$ cat config.mk
export PLATFORM = sky130hd
export DESIGN_NAME = selfprog_seq
export DESIGN_NICKNAME = d
export VERILOG_FILES = /design/src/inc/selfprog_pkg.sv /design/src/inc/selfprog_if.sv /design/src/verilog/selfprog_seq.sv /design/src/verilog/selfprog_addr_map.sv /design/src/verilog/selfprog_timer.sv
export SDC_FILE = /design/constraint.sdc
export NUM_CORES = 1
export LEC_CHECK = 0
export BUFFER_PORTS_ARGS = -buffer_cell sky130_fd_sc_hd__clkbuf_2
export CORE_ASPECT_RATIO = 2
export CORE_UTILIZATION = 25
export CTS_BUF_LIST = sky130_fd_sc_hd__clkbuf_2 sky130_fd_sc_hd__clkbuf_4 sky130_fd_sc_hd__clkbuf_8
export DETAILED_ROUTE_END_ITERATION = 8
export PLACE_DENSITY = 0.44
export SLEW_MARGIN = 20
export SYNTH_ARGS = -nofsm -noshare
export SYNTH_HDL_FRONTEND = slang
export SYNTH_SLANG_ARGS = --single-unit
$ cat constraint.sdc
create_clock -name i_ref_clk -period 2.2 [get_ports i_ref_clk]
set_input_delay 0.44 -clock i_ref_clk [delete_from_list [all_inputs] [get_ports i_ref_clk]]
set_output_delay 0.44 -clock i_ref_clk [all_outputs]
set_load 0.005 [all_outputs]
$ cat src/inc/selfprog_pkg.sv
// package: constants and types for the flash self-programming sequencer
package selfprog_pkg;

   // ************************************************************
   // register map (word index on the plain register port)
   // ************************************************************
   localparam logic [3:0] ADDR_CTRL   = 4'h0;
   localparam logic [3:0] ADDR_STATUS = 4'h1;
   localparam logic [3:0] ADDR_MASK   = 4'h2;
   localparam logic [3:0] ADDR_ZPTR   = 4'h3;
   localparam logic [3:0] ADDR_LAYOUT = 4'h4;
   localparam logic [3:0] ADDR_PAGE   = 4'h5;

   // control register bit positions
   localparam int CTL_ENABLE   = 0;
   localparam int CTL_ERASE    = 1;
   localparam int CTL_WRITE    = 2;
   localparam int CTL_LOCKSET  = 3;
   localparam int CTL_REENABLE = 4;
   localparam int CTL_BUSY     = 6;

   // command patterns on bits 5..0
   localparam logic [5:0] CMD_LOAD    = 6'h01;
   localparam logic [5:0] CMD_ERASE   = 6'h03;
   localparam logic [5:0] CMD_WRITE   = 6'h05;
   localparam logic [5:0] CMD_LOCKSET = 6'h09;
   localparam logic [5:0] CMD_REEN    = 6'h11;
   localparam logic [5:0] CMD_MASK    = 6'h3F;

   // interrupt status bits
   localparam int IRQ_DONE   = 0;
   localparam int IRQ_REGION = 1;
   localparam int IRQ_WIDTH  = 2;

   // ************************************************************
   // timing
   // ************************************************************
   localparam int STORE_WINDOW_CYC = 4;
   localparam real WRITE_MIN_MS    = 3.7;
   localparam real WRITE_MAX_MS    = 4.5;

   // ************************************************************
   // memory layout constants
   // ************************************************************
   localparam int PC_BITS_SMALL   = 14;
   localparam int PC_BITS_LARGE   = 15;
   localparam int PAGE_BITS_SMALL = 6;
   localparam int PAGE_BITS_LARGE = 7;
   localparam int CONC_PAGES      = 224;
   localparam int NOCONC_PAGES    = 32;
   localparam int BOOT_PAGES_MIN  = 4;

   typedef enum logic [2:0] {
      ST_IDLE  = 3'b001,
      ST_ARMED = 3'b010,
      ST_BUSY  = 3'b100
   } seq_state_t;

endpackage

$ cat src/inc/selfprog_if.sv
// interface: memory-map decode results from the address map module
`timescale 1ns/100ps
interface selfprog_if #(parameter int PCW = 15);
   logic [PCW-1:0] boot_start;
   logic [PCW-1:0] app_end;
   logic [PCW-1:0] noconc_start;
   logic [PCW-1:0] page_base;
   logic [7:0]     page_sel;
   logic [6:0]     word_sel;
   logic           byte_sel;
   logic           target_noconc;
   logic           fetch_noconc;
   modport map (output boot_start, app_end, noconc_start, page_base, page_sel, word_sel,
                byte_sel, target_noconc, fetch_noconc);
   modport seq (input boot_start, app_end, noconc_start, page_base, page_sel, word_sel,
                byte_sel, target_noconc, fetch_noconc);
endinterface

$ cat src/verilog/selfprog_seq.sv
// module: flash self-programming sequencer top
// Operation
// - write durations count ticks of the calibrated oscillator, not cpu clock
// - erase, page write and lock write each last 3.7 to 4.5 ms
// - boot size code picks 4, 8, 16 or 32 pages at flash top
// - boot vector is first word of boot section; app ends just below
// - concurrent region is lowest 224 pages; top 32 pages are not
// - program counter 14 or 15 bits; pages of 64 or 128 words
// - page select comes from z-pointer bits above word field
// - z bits 6/7..1 select buffer word; zero for page write
// - z bit 0 is lpm byte select; zero for store commands
// - busy flag stays set until re-enable command with enable bit
// - during erase or write only no-concurrent region may be fetched
// - page write needs pattern then store within four cycles
// - write into no-concurrent region halts cpu for whole operation
// - busy flag holds while region busy; clears only on re-enable
`timescale 1ns/100ps
module selfprog_seq #(
   parameter bit LARGE   = 1'b0,
   parameter int TICK_HZ = 1000000
) (
   input  wire logic        i_ref_clk,
   input  wire logic        i_reset_n,
   input  wire logic        i_clk_en,
   input  wire logic [3:0]  i_addr,
   input  wire logic [7:0]  i_wdata,
   input  wire logic        i_wr,
   input  wire logic        i_rd,
   output logic      [7:0]  o_rdata,
   input  wire logic        i_store_op,
   input  wire logic        i_load_op,
   input  wire logic [15:0] i_zptr,
   input  wire logic [14:0] i_fetch_addr,
   input  wire logic [1:0]  i_boot_size_sel,
   input  wire logic        i_eeprom_write_strobe,
   input  wire logic        i_osc_tick,
   output logic             o_cpu_halt,
   output logic             o_fetch_blocked,
   output logic             o_flash_erase,
   output logic             o_flash_write,
   output logic             o_lock_write,
   output logic             o_buf_load,
   output logic      [7:0]  o_page_sel,
   output logic      [6:0]  o_word_sel,
   output logic             o_byte_sel,
   output logic      [14:0] o_boot_vector,
   output logic             o_irq
);
   // ************************************************************
   // state
   // ************************************************************
   // variant widths
   localparam int PCW = LARGE ? selfprog_pkg::PC_BITS_LARGE : selfprog_pkg::PC_BITS_SMALL;

   typedef struct packed {
      selfprog_pkg::seq_state_t st;
      logic [5:0]  cmd;
      logic [2:0]  win;
      logic        busy;
      logic        halt;
      logic        erase;
      logic        write;
      logic        lockw;
      logic        bload;
      logic [selfprog_pkg::IRQ_WIDTH-1:0] sts;
      logic [selfprog_pkg::IRQ_WIDTH-1:0] msk;
      logic [7:0]  rdata;
      logic [7:0]  pg;
      logic [6:0]  wd;
      logic        bs;
   } seq_t;
   seq_t q, d;

   logic tmr_start;
   logic tmr_done;
   logic wr_ctrl;
   logic timed_cmd;

   selfprog_if #(.PCW(15)) mif ();

   selfprog_addr_map #(.LARGE(LARGE)) u_map (
      .i_boot_size_sel (i_boot_size_sel),
      .i_zptr          (i_zptr),
      .i_fetch_addr    (i_fetch_addr),
      .map             (mif.map)
   );

   selfprog_timer #(.TICK_HZ(TICK_HZ)) u_tmr (
      .i_ref_clk  (i_ref_clk),
      .i_reset_n  (i_reset_n),
      .i_clk_en   (i_clk_en),
      .i_osc_tick (i_osc_tick),
      .i_start    (tmr_start),
      .o_done     (tmr_done)
   );

   // ************************************************************
   // sequencer
   // ************************************************************
   // eeprom write blocks every control write
   assign wr_ctrl   = i_wr && (i_addr == selfprog_pkg::ADDR_CTRL) && !i_eeprom_write_strobe;
   assign timed_cmd = (q.cmd == selfprog_pkg::CMD_ERASE) || (q.cmd == selfprog_pkg::CMD_WRITE)
                      || (q.cmd == selfprog_pkg::CMD_LOCKSET);
   assign tmr_start = (q.st == selfprog_pkg::ST_ARMED) && i_store_op && timed_cmd;

   always_comb begin
      d       = q;
      d.rdata = 8'h00;
      d.erase = 1'b0;
      d.write = 1'b0;
      d.lockw = 1'b0;
      d.bload = 1'b0;
      unique case (q.st)
         selfprog_pkg::ST_IDLE: begin
            if (wr_ctrl && i_wdata[selfprog_pkg::CTL_ENABLE]) begin
               d.cmd = i_wdata[5:0] & selfprog_pkg::CMD_MASK;
               d.win = '0;
               d.st  = selfprog_pkg::ST_ARMED;
            end
         end
         selfprog_pkg::ST_ARMED: begin
            if (i_store_op) begin
               d.pg = mif.page_sel;
               d.wd = mif.word_sel;
               d.bs = mif.byte_sel;
               if (timed_cmd) begin
                  d.erase = (q.cmd == selfprog_pkg::CMD_ERASE);
                  d.write = (q.cmd == selfprog_pkg::CMD_WRITE);
                  d.lockw = (q.cmd == selfprog_pkg::CMD_LOCKSET);
                  d.halt  = mif.target_noconc && (q.cmd != selfprog_pkg::CMD_LOCKSET);
                  // region busy on erase or write to concurrent region
                  if (!mif.target_noconc && (q.cmd != selfprog_pkg::CMD_LOCKSET)) begin
                     d.busy = 1'b1;
                  end
                  d.st = selfprog_pkg::ST_BUSY;
               end else begin
                  if (q.cmd == selfprog_pkg::CMD_REEN) begin
                     d.busy = 1'b0;
                  end
                  d.bload = (q.cmd == selfprog_pkg::CMD_LOAD);
                  d.st    = selfprog_pkg::ST_IDLE;
                  d.sts[selfprog_pkg::IRQ_DONE] = 1'b1;
               end
            end else if (i_load_op || q.win == 3'(selfprog_pkg::STORE_WINDOW_CYC - 1)) begin
               // window lapsed or lpm consumed it: enable auto-clears
               d.st = selfprog_pkg::ST_IDLE;
            end else begin
               d.win = q.win + 3'h1;
            end
         end
         selfprog_pkg::ST_BUSY: begin
            if (tmr_done) begin
               d.st   = selfprog_pkg::ST_IDLE;
               d.halt = 1'b0;
               d.sts[selfprog_pkg::IRQ_DONE] = 1'b1;
            end
         end
         default: d.st = selfprog_pkg::ST_IDLE;
      endcase
      if (d.busy && !q.busy) begin
         d.sts[selfprog_pkg::IRQ_REGION] = 1'b1;
      end

      // software clears status by writing one; set above wins only for bits that were clear
      if (i_wr && i_addr == selfprog_pkg::ADDR_STATUS) begin
         d.sts = (q.sts & ~i_wdata[selfprog_pkg::IRQ_WIDTH-1:0]) | (d.sts & ~q.sts);
      end
      if (i_wr && i_addr == selfprog_pkg::ADDR_MASK) begin
         d.msk = i_wdata[selfprog_pkg::IRQ_WIDTH-1:0];
      end

      if (i_rd) begin
         unique case (i_addr)
            selfprog_pkg::ADDR_CTRL: begin
               d.rdata[5:0] = (q.st == selfprog_pkg::ST_IDLE) ? 6'h00 : q.cmd;
               d.rdata[selfprog_pkg::CTL_BUSY] = q.busy;
            end
            selfprog_pkg::ADDR_STATUS: d.rdata = 8'(q.sts);
            selfprog_pkg::ADDR_MASK:   d.rdata = 8'(q.msk);
            selfprog_pkg::ADDR_ZPTR:   d.rdata = {q.bs, q.wd};
            selfprog_pkg::ADDR_LAYOUT: d.rdata = {4'h0, 1'(LARGE), 1'b0, i_boot_size_sel};
            selfprog_pkg::ADDR_PAGE:   d.rdata = q.pg;
            default:                   d.rdata = 8'h00;
         endcase
      end
   end

   always_ff @(posedge i_ref_clk or negedge i_reset_n) begin
      if (!i_reset_n) begin
         q    <= '0;
         q.st <= selfprog_pkg::ST_IDLE;
      end else if (i_clk_en) begin
         q <= d;
      end
   end

   // ************************************************************
   // outputs
   // ************************************************************
   assign o_rdata         = q.rdata;
   assign o_cpu_halt      = q.halt;
   assign o_fetch_blocked = q.busy && !mif.fetch_noconc;
   assign o_flash_erase   = q.erase;
   assign o_flash_write   = q.write;
   assign o_lock_write    = q.lockw;
   assign o_buf_load      = q.bload;
   assign o_page_sel      = q.pg;
   assign o_word_sel      = q.wd;
   assign o_byte_sel      = q.bs;
   assign o_boot_vector   = mif.boot_start;
   assign o_irq           = |(q.sts & q.msk);

   logic [PCW-1:0] unused_pc;
   assign unused_pc = mif.app_end[PCW-1:0] ^ mif.noconc_start[PCW-1:0] ^ mif.page_base[PCW-1:0];
endmodule

$ cat src/verilog/selfprog_addr_map.sv
// module: boot size, region limits and z-pointer field decode
`timescale 1ns/100ps
module selfprog_addr_map #(
   parameter bit LARGE = 1'b0
) (
   input  wire logic [1:0]  i_boot_size_sel,
   input  wire logic [15:0] i_zptr,
   input  wire logic [14:0] i_fetch_addr,
   selfprog_if.map          map
);
   localparam int PCW = LARGE ? selfprog_pkg::PC_BITS_LARGE : selfprog_pkg::PC_BITS_SMALL;
   localparam int PGB = LARGE ? selfprog_pkg::PAGE_BITS_LARGE : selfprog_pkg::PAGE_BITS_SMALL;
   localparam int NOCONC = selfprog_pkg::CONC_PAGES << PGB;

   logic [5:0]  boot_pages;
   logic [15:0] boot_words;
   logic [15:0] boot_start;
   logic [15:0] page_base;

   always_comb begin
      boot_pages = 6'(selfprog_pkg::BOOT_PAGES_MIN << (2'h3 - i_boot_size_sel));
      boot_words = 16'(boot_pages) << PGB;
      boot_start = 16'(1 << PCW) - boot_words;
      page_base  = {8'h00, i_zptr[PGB+8:PGB+1]} << PGB;
   end

   assign map.boot_start   = boot_start[14:0];
   assign map.app_end      = 15'(boot_start - 16'h0001);
   assign map.noconc_start = 15'(NOCONC);
   assign map.page_sel     = 8'(i_zptr[PCW:PGB+1]);
   assign map.page_base    = page_base[14:0];
   assign map.word_sel     = 7'(i_zptr[PGB:1]);
   assign map.byte_sel     = i_zptr[0];
   assign map.target_noconc = ({1'b0, page_base[14:0]} >= 16'(NOCONC));
   assign map.fetch_noconc  = ({1'b0, i_fetch_addr} >= 16'(NOCONC));
endmodule

$ cat src/verilog/selfprog_timer.sv
// module: flash write duration timer on the calibrated oscillator tick
`timescale 1ns/100ps
module selfprog_timer #(
   parameter int TICK_HZ = 1000000
) (
   input  wire logic i_ref_clk,
   input  wire logic i_reset_n,
   input  wire logic i_clk_en,
   input  wire logic i_osc_tick,
   input  wire logic i_start,
   output logic      o_done
);
   // minimum time rounded up in oscillator ticks
   localparam int TICKS = int'($ceil(selfprog_pkg::WRITE_MIN_MS * TICK_HZ / 1000.0));
   localparam int CW    = $clog2(TICKS + 1);

   typedef struct packed {
      logic          run;
      logic [CW-1:0] cnt;
      logic          done;
   } tmr_t;
   tmr_t q, d;

   always_comb begin
      d      = q;
      d.done = 1'b0;
      if (i_start) begin
         d.run = 1'b1;
         d.cnt = '0;
      end else if (q.run && i_osc_tick) begin
         if (q.cnt == CW'(TICKS - 1)) begin
            d.run  = 1'b0;
            d.done = 1'b1;
         end else begin
            d.cnt = q.cnt + CW'(1);
         end
      end
   end

   always_ff @(posedge i_ref_clk or negedge i_reset_n) begin
      if (!i_reset_n) begin
         q <= '0;
      end else if (i_clk_en) begin
         q <= d;
      end
   end

   assign o_done = q.done;
endmodule

# == Word-level counts from Yosys, hierarchy flattened ==
# Cells that the tools add are included.
# totals
mem_count,0
register_bits,59
latchBits,0
ramBits,0
rom_bits,0
# op_classes
addsub,4
reduce_logical,33
mux,35
bitwise,6
n_shift,1
eq_ne,24
div_mod_pow,0
multipliers,0
order_cmp,2
# ops
cell,count
7-bit case mux with 6 select lines,1
12-bit two-way mux,2
3-bit two-way mux,6
15-bit by 14-bit >= comparator with 1-bit output (second input constant),1
15-bit by 12-bit subtractor with 15-bit output (first input constant),1
14-bit >= comparator (second input constant),1
14-bit two-way mux,1
1-bit two-way mux,13
13-bit two-way mux,1
12-bit by 1-bit adder with 12-bit output (second input constant),1
12-bit equality test (second input constant),1
1-bit logical AND,12
6-bit two-way mux,2
2-bit != test (second input constant),6
3-bit AND reduction,4
5-bit AND reduction,2
3-bit case mux with 3 select lines,1
4-bit by 2-bit equality test with 1-bit output (second input constant),2
4-bit by 3-bit equality test with 1-bit output (second input constant),2
4-bit two-way mux,2
8-bit two-way mux,1
2-bit nonzero test,4
2-bit bitwise AND,3
3-bit by 2-bit equality test with 1-bit output (second input constant),2
25 further kinds,33

# == Logic depth before layout (Yosys ltp) ==
# logic_depth
ltp_word,12
ltp_mapped,7
ltp_nobuf,7

# == Modules after synthesis ==
# From an unflattened synthesis, not the netlist that was laid out.
# unflattened
cells_unflattened,395
area_unflattened_um2,3942.5
# modules_own_cells
mod,cells_each,area_per_inst_um2,n_inst
selfprog_seq,217,2459.9,1
selfprog_timer,92,859.6,1
selfprog_addr_map,86,623.1,1

# == Least setup slack after synthesis ==
# No wires, ideal clock.
# synth_path
kind,register -> register
start,register q[34] (netlist name)
end,register q[45] (netlist name)
slack_ns,0.321
synth_period_minus_slack_ns,1.879
arrival_ns,1.755
setup_time_ns,0.125
stages_incl_launch_ff,7
path_cell_list,dfrtp_1 ha_1 ha_1 nor3_1 a22oi_1 o21ai_0 mux2_2
# synth_via
elab_chain_cells,4
# synth_rtl
item,line_no,rtl
from (decl),selfprog_seq.sv:72,"seq_t q, d;"
3-bit by 2-bit equality test with 1-bit output,selfprog_seq.sv:144,end else if (i_load_op || q.win == 3'(selfprog_pkg::STORE_WINDOW_CYC - 1)) begin
1-bit logical OR,selfprog_seq.sv:144,
3-bit by 2-bit != test with 1-bit output (no line),--,
4-bit AND reduction (no line),--,
# Every way passes these cells.
# A chain may end at the register's enable or synchronous reset.

# == Worst setup path in the final report ==
# layout_path
start,register u_tmr.q[1] (netlist name)
end,register u_tmr.q[1] (netlist name)
# layout_via
elab_chain_cells,4
word_cells_on_any_way,7
classes_between,add/sub (1); eq/ne (2); mux (3); reduce/logical (1)
# layout_rtl
item,line_no,rtl
from (decl),selfprog_timer.sv:22,"tmr_t q, d;"
from (signal assigned),selfprog_timer.sv:42,q <= '0;
from (signal assigned),selfprog_timer.sv:44,q <= d;
12-bit by 1-bit adder with 12-bit output,selfprog_timer.sv:35,d.cnt = q.cnt + CW'(1);
12-bit two-way mux,selfprog_timer.sv:31,if (q.cnt == CW'(TICKS - 1)) begin
14-bit two-way mux,selfprog_timer.sv:30,end else if (q.run && i_osc_tick) begin
13-bit two-way mux,selfprog_timer.sv:27,if (i_start) begin
# Parallel ways exist; a longest one is shown, timed or not. The select of a mux whose other input is x is not followed.

==> out/qor.txt <==
Global-route wire length before repair -> 13,700 µm
Total negative slack -> 0 ns
Main area contributors after synthesis -> sky130_fd_sc_hd__dfrtp_1 (44%), sky130_fd_sc_hd__mux2_2 (9.9%), sky130_fd_sc_hd__buf_4 (7.5%), sky130_fd_sc_hd__nor2_1 (3.2%), sky130_fd_sc_hd__nand2_1 (2.5%)
Diode count -> 0
Post-CTS repair timing setup buffer count -> 0
Clock tree root driver cell -> sky130_fd_sc_hd__clkbuf_8
Number of cells after detailed placement -> 527
Global Route met1 Usage -> 12.5%
Clock sink total -> 59
Primary flip-flop cell chosen by synthesis mapping -> sky130_fd_sc_hd__dfrtp_1
Launching element type of the critical path -> flip-flop
Data arrival time of the worst path -> 2.14 ns
Area share of the largest cell type after synthesis -> 44.2%
Die outline width -> 83.0 µm
Via count of the first global-routing pass -> 2,705
Maximum root-to-sink buffer count -> 2
Clock transition at the register clock pins on the worst setup and hold paths after CTS -> 0.08 ns
Flip-flop and latch count after synthesis -> 59
Count of TritonRoute iterations in the first routing pass -> 4
Initial DRC Count -> 93
Antenna violations before repair -> 0
Worst VDD drop -> 259 µV
Gpl congestion -> 0.782
Power density over cell area -> 644 mW/mm²
Insertion delay of the later-clocked pin in the worst-skew pair -> 0.35 ns
Fraction of the yosys area taken by sequential cells -> 45.0%
Outcome -> finished clean
Logic depth of the worst register-to-register path -> 6
CTS tree -> done
Maximum level of the CTS H-tree -> 3
Worst setup EP type -> flip-flop
Max transition margin -> 60.1%
Area added between synthesis and finish -> 18.9%
Transition at the pin with the smallest max-transition slack -> 0.590 ns
Residual DRC -> 0
Cell type with the highest aggregate area in the netlist -> sky130_fd_sc_hd__dfrtp_1
Count of flip-flops with a built-in enable after synthesis -> 0
CP required -> 2.43 ns
Boundary pin count -> 100
Routed wire length per instance -> 15.4 µm
Max FO, Critical Path -> 5
Die area -> 0.0136 mm²
Worst Clk Skew -> 0.0117 ns
Via count -> 2,557
Quantity of I/O buffers inserted on ports -> 74
Cell area after synthesis -> 0.00328 mm²
Max-slew violations -> 0
Initial core utilization -> 25.9%
Fmax -> 0.523 GHz
Hold/Removal Path Class -> primary input to async pin
Resized cells post-CTS -> 0
GRT Util Overall -> 13.2%
Fraction of final layout cells with drive strength greater than 1 -> 34.9%
Post-route design area -> 0.00390 mm²
Minimum hold slack -> 0.0809 ns
Met3 layer usage reported by global route -> 3.02%
Height of the die -> 164 µm
Antenna viol nets, final -> 0
Via-per-instance ratio -> 4.71
Total CTS buffers -> 9
Final clock period utilization by the worst path -> 86.8%
Ordered cell list for the critical path -> ha_1, nor4b_1, a31o_2, o21ai_4, or3b_1, mux2i_1
Final min period -> 1.91 ns
Commonest cells post-synth -> sky130_fd_sc_hd__dfrtp_1 (58), sky130_fd_sc_hd__buf_4 (33), sky130_fd_sc_hd__mux2_2 (29), sky130_fd_sc_hd__nor2_1 (28), sky130_fd_sc_hd__nand2_1 (22)
Core outline area -> 0.0127 mm²
Met2 usage -> 25.7%
Largest net degree at the start of global routing -> 60
Total global routing overflow -> 0
Max-capacitance violation count -> 0
Proportion of synthesized flip-flops having asynchronous set or reset -> 100%
Area after detailed placement -> 0.00368 mm²
Number of buffers inserted by hold repair at cts -> 0
RSZ-0062 raised after global routing -> no
Delay of the slowest cell on the worst path -> 0.51 ns
Most frequent cell after synthesis -> sky130_fd_sc_hd__dfrtp_1
Critical path's slowest cell -> sky130_fd_sc_hd__nor4b_1
Leakage power -> 1.88 nW
Number of filler cells placed in the layout -> 1,353
Post-route non-filler standard cell count -> 543
Synth unique cells -> 59
Final Hold Violating Endpoints -> 0
Total number of yosys warnings -> 0
End-of-flow core utilization -> 30.7%
Standard-cell rows -> 58
Gate count after technology mapping -> 326
Final-stage net count -> 446
Layer carrying the most global-route usage -> met2
Synthesized area per cell -> 10.1 µm²
Detailed placer's ending HPWL -> 6630 µm
Type of the setup path with the least slack -> flip-flop to flip-flop
DRT Wirelength -> 8340 µm
Final setup vio count -> 0
power by group:
| group | switching, W | total, W | internal (W) |
|---|---|---|---|
| Combinational | 0.000123 | 0.000237 | 0.000114 |
| Sequential | 0.0000396 | 0.00116 | 0.00112 |
| Clock | 0.000463 | 0.00112 | 0.000652 |
| Total | 0.000626 | 0.00252 | 0.00189 |
cells by family (layout without fill, tap and decap cells):
group,count (synthesis),in the layout,synth area share (%)
buffers and inverters,60,118,10.7
XOR/XNOR,9,9,2.40
adder cells (fa/ha/maj),4,4,1.52
flip-flops,59,59,45.0
AND/OR/NAND/NOR,103,103,17.0
other,2,11,0.229
AO/OA/AOI/OAI,56,56,11.9
multiplexers,33,33,11.2
sequential cells by signal, indices dropped and copies added, names as in the netlist:
name,cells
q,17
u_tmr.q,13
o_page_sel,8
o_rdata,8
o_word_sel,6
o_buf_load,1
o_byte_sel,1
o_cpu_halt,1
o_flash_erase,1
o_flash_write,1
o_lock_write,1
u_tmr.o_done,1
worst max-delay path: cells and delay by family (launching register included):
kind | cells | cell delay [ns]
flops | 1 | 0.40
simple gates | 2 | 0.70
mux | 1 | 0.07
compound gates | 2 | 0.42
fa+ha+maj | 1 | 0.20
per-layer routing:
metal	share of wire, %	vias to the layer above	routed length, µm
li1	-	1233	-
met2	59	65	4910
met3	3.3	13	272
met4	2.9	0	238
met5	0	-	0
met1	35	1246	2920
layout by cell type, fill, tap and decap left out, drive strengths merged, types with 9 or more instances in the layout:
cell type  count
clkbuf        84
dfrtp         58
mux2          29
nor2          28
nand2         23
inv           20
o21ai         12
conb          11
a21oi          9
area by class of cell:
cell class                 instances  area [µm²]  area share (%)
clock buffer                      10         131            3.37
timing repair buffer              82         455            11.7
multi-input combinational        216        1490            38.1
sequential                        59        1480            37.9
clock inverter                     6        90.1            2.31
tap                              150         188            4.81
inverter                          20        75.1            1.92
metrics by stage:
| stage | setup WS (ns) | power [W] |
|---|---|---|
| after floorplan | 0.321 | 0.00132 |
| after global placement | 0.266 | 0.00142 |
| after detailed placement | 0.247 | 0.00143 |
| after CTS | 0.277 | 0.00257 |
| after global routing | 0.0760 | 0.00265 |
| final | 0.290 | 0.00252 |
path summary, 6_finish.rpt:
check,from,end,slack [ns]
worst max-delay path,u_tmr.q[1],u_tmr.q[1],0.29
worst min-delay path,i_reset_n,u_tmr.q[6],0.08
worst max register to register,u_tmr.q[1],u_tmr.q[1],0.29
worst min register to register,q[36],q[36],0.51
max in group asynchronous,i_reset_n,q[43],1.77
min in group i_ref_clk,i_zptr[5],o_word_sel[4],0.32
Power figures use the tool's default switching activity.
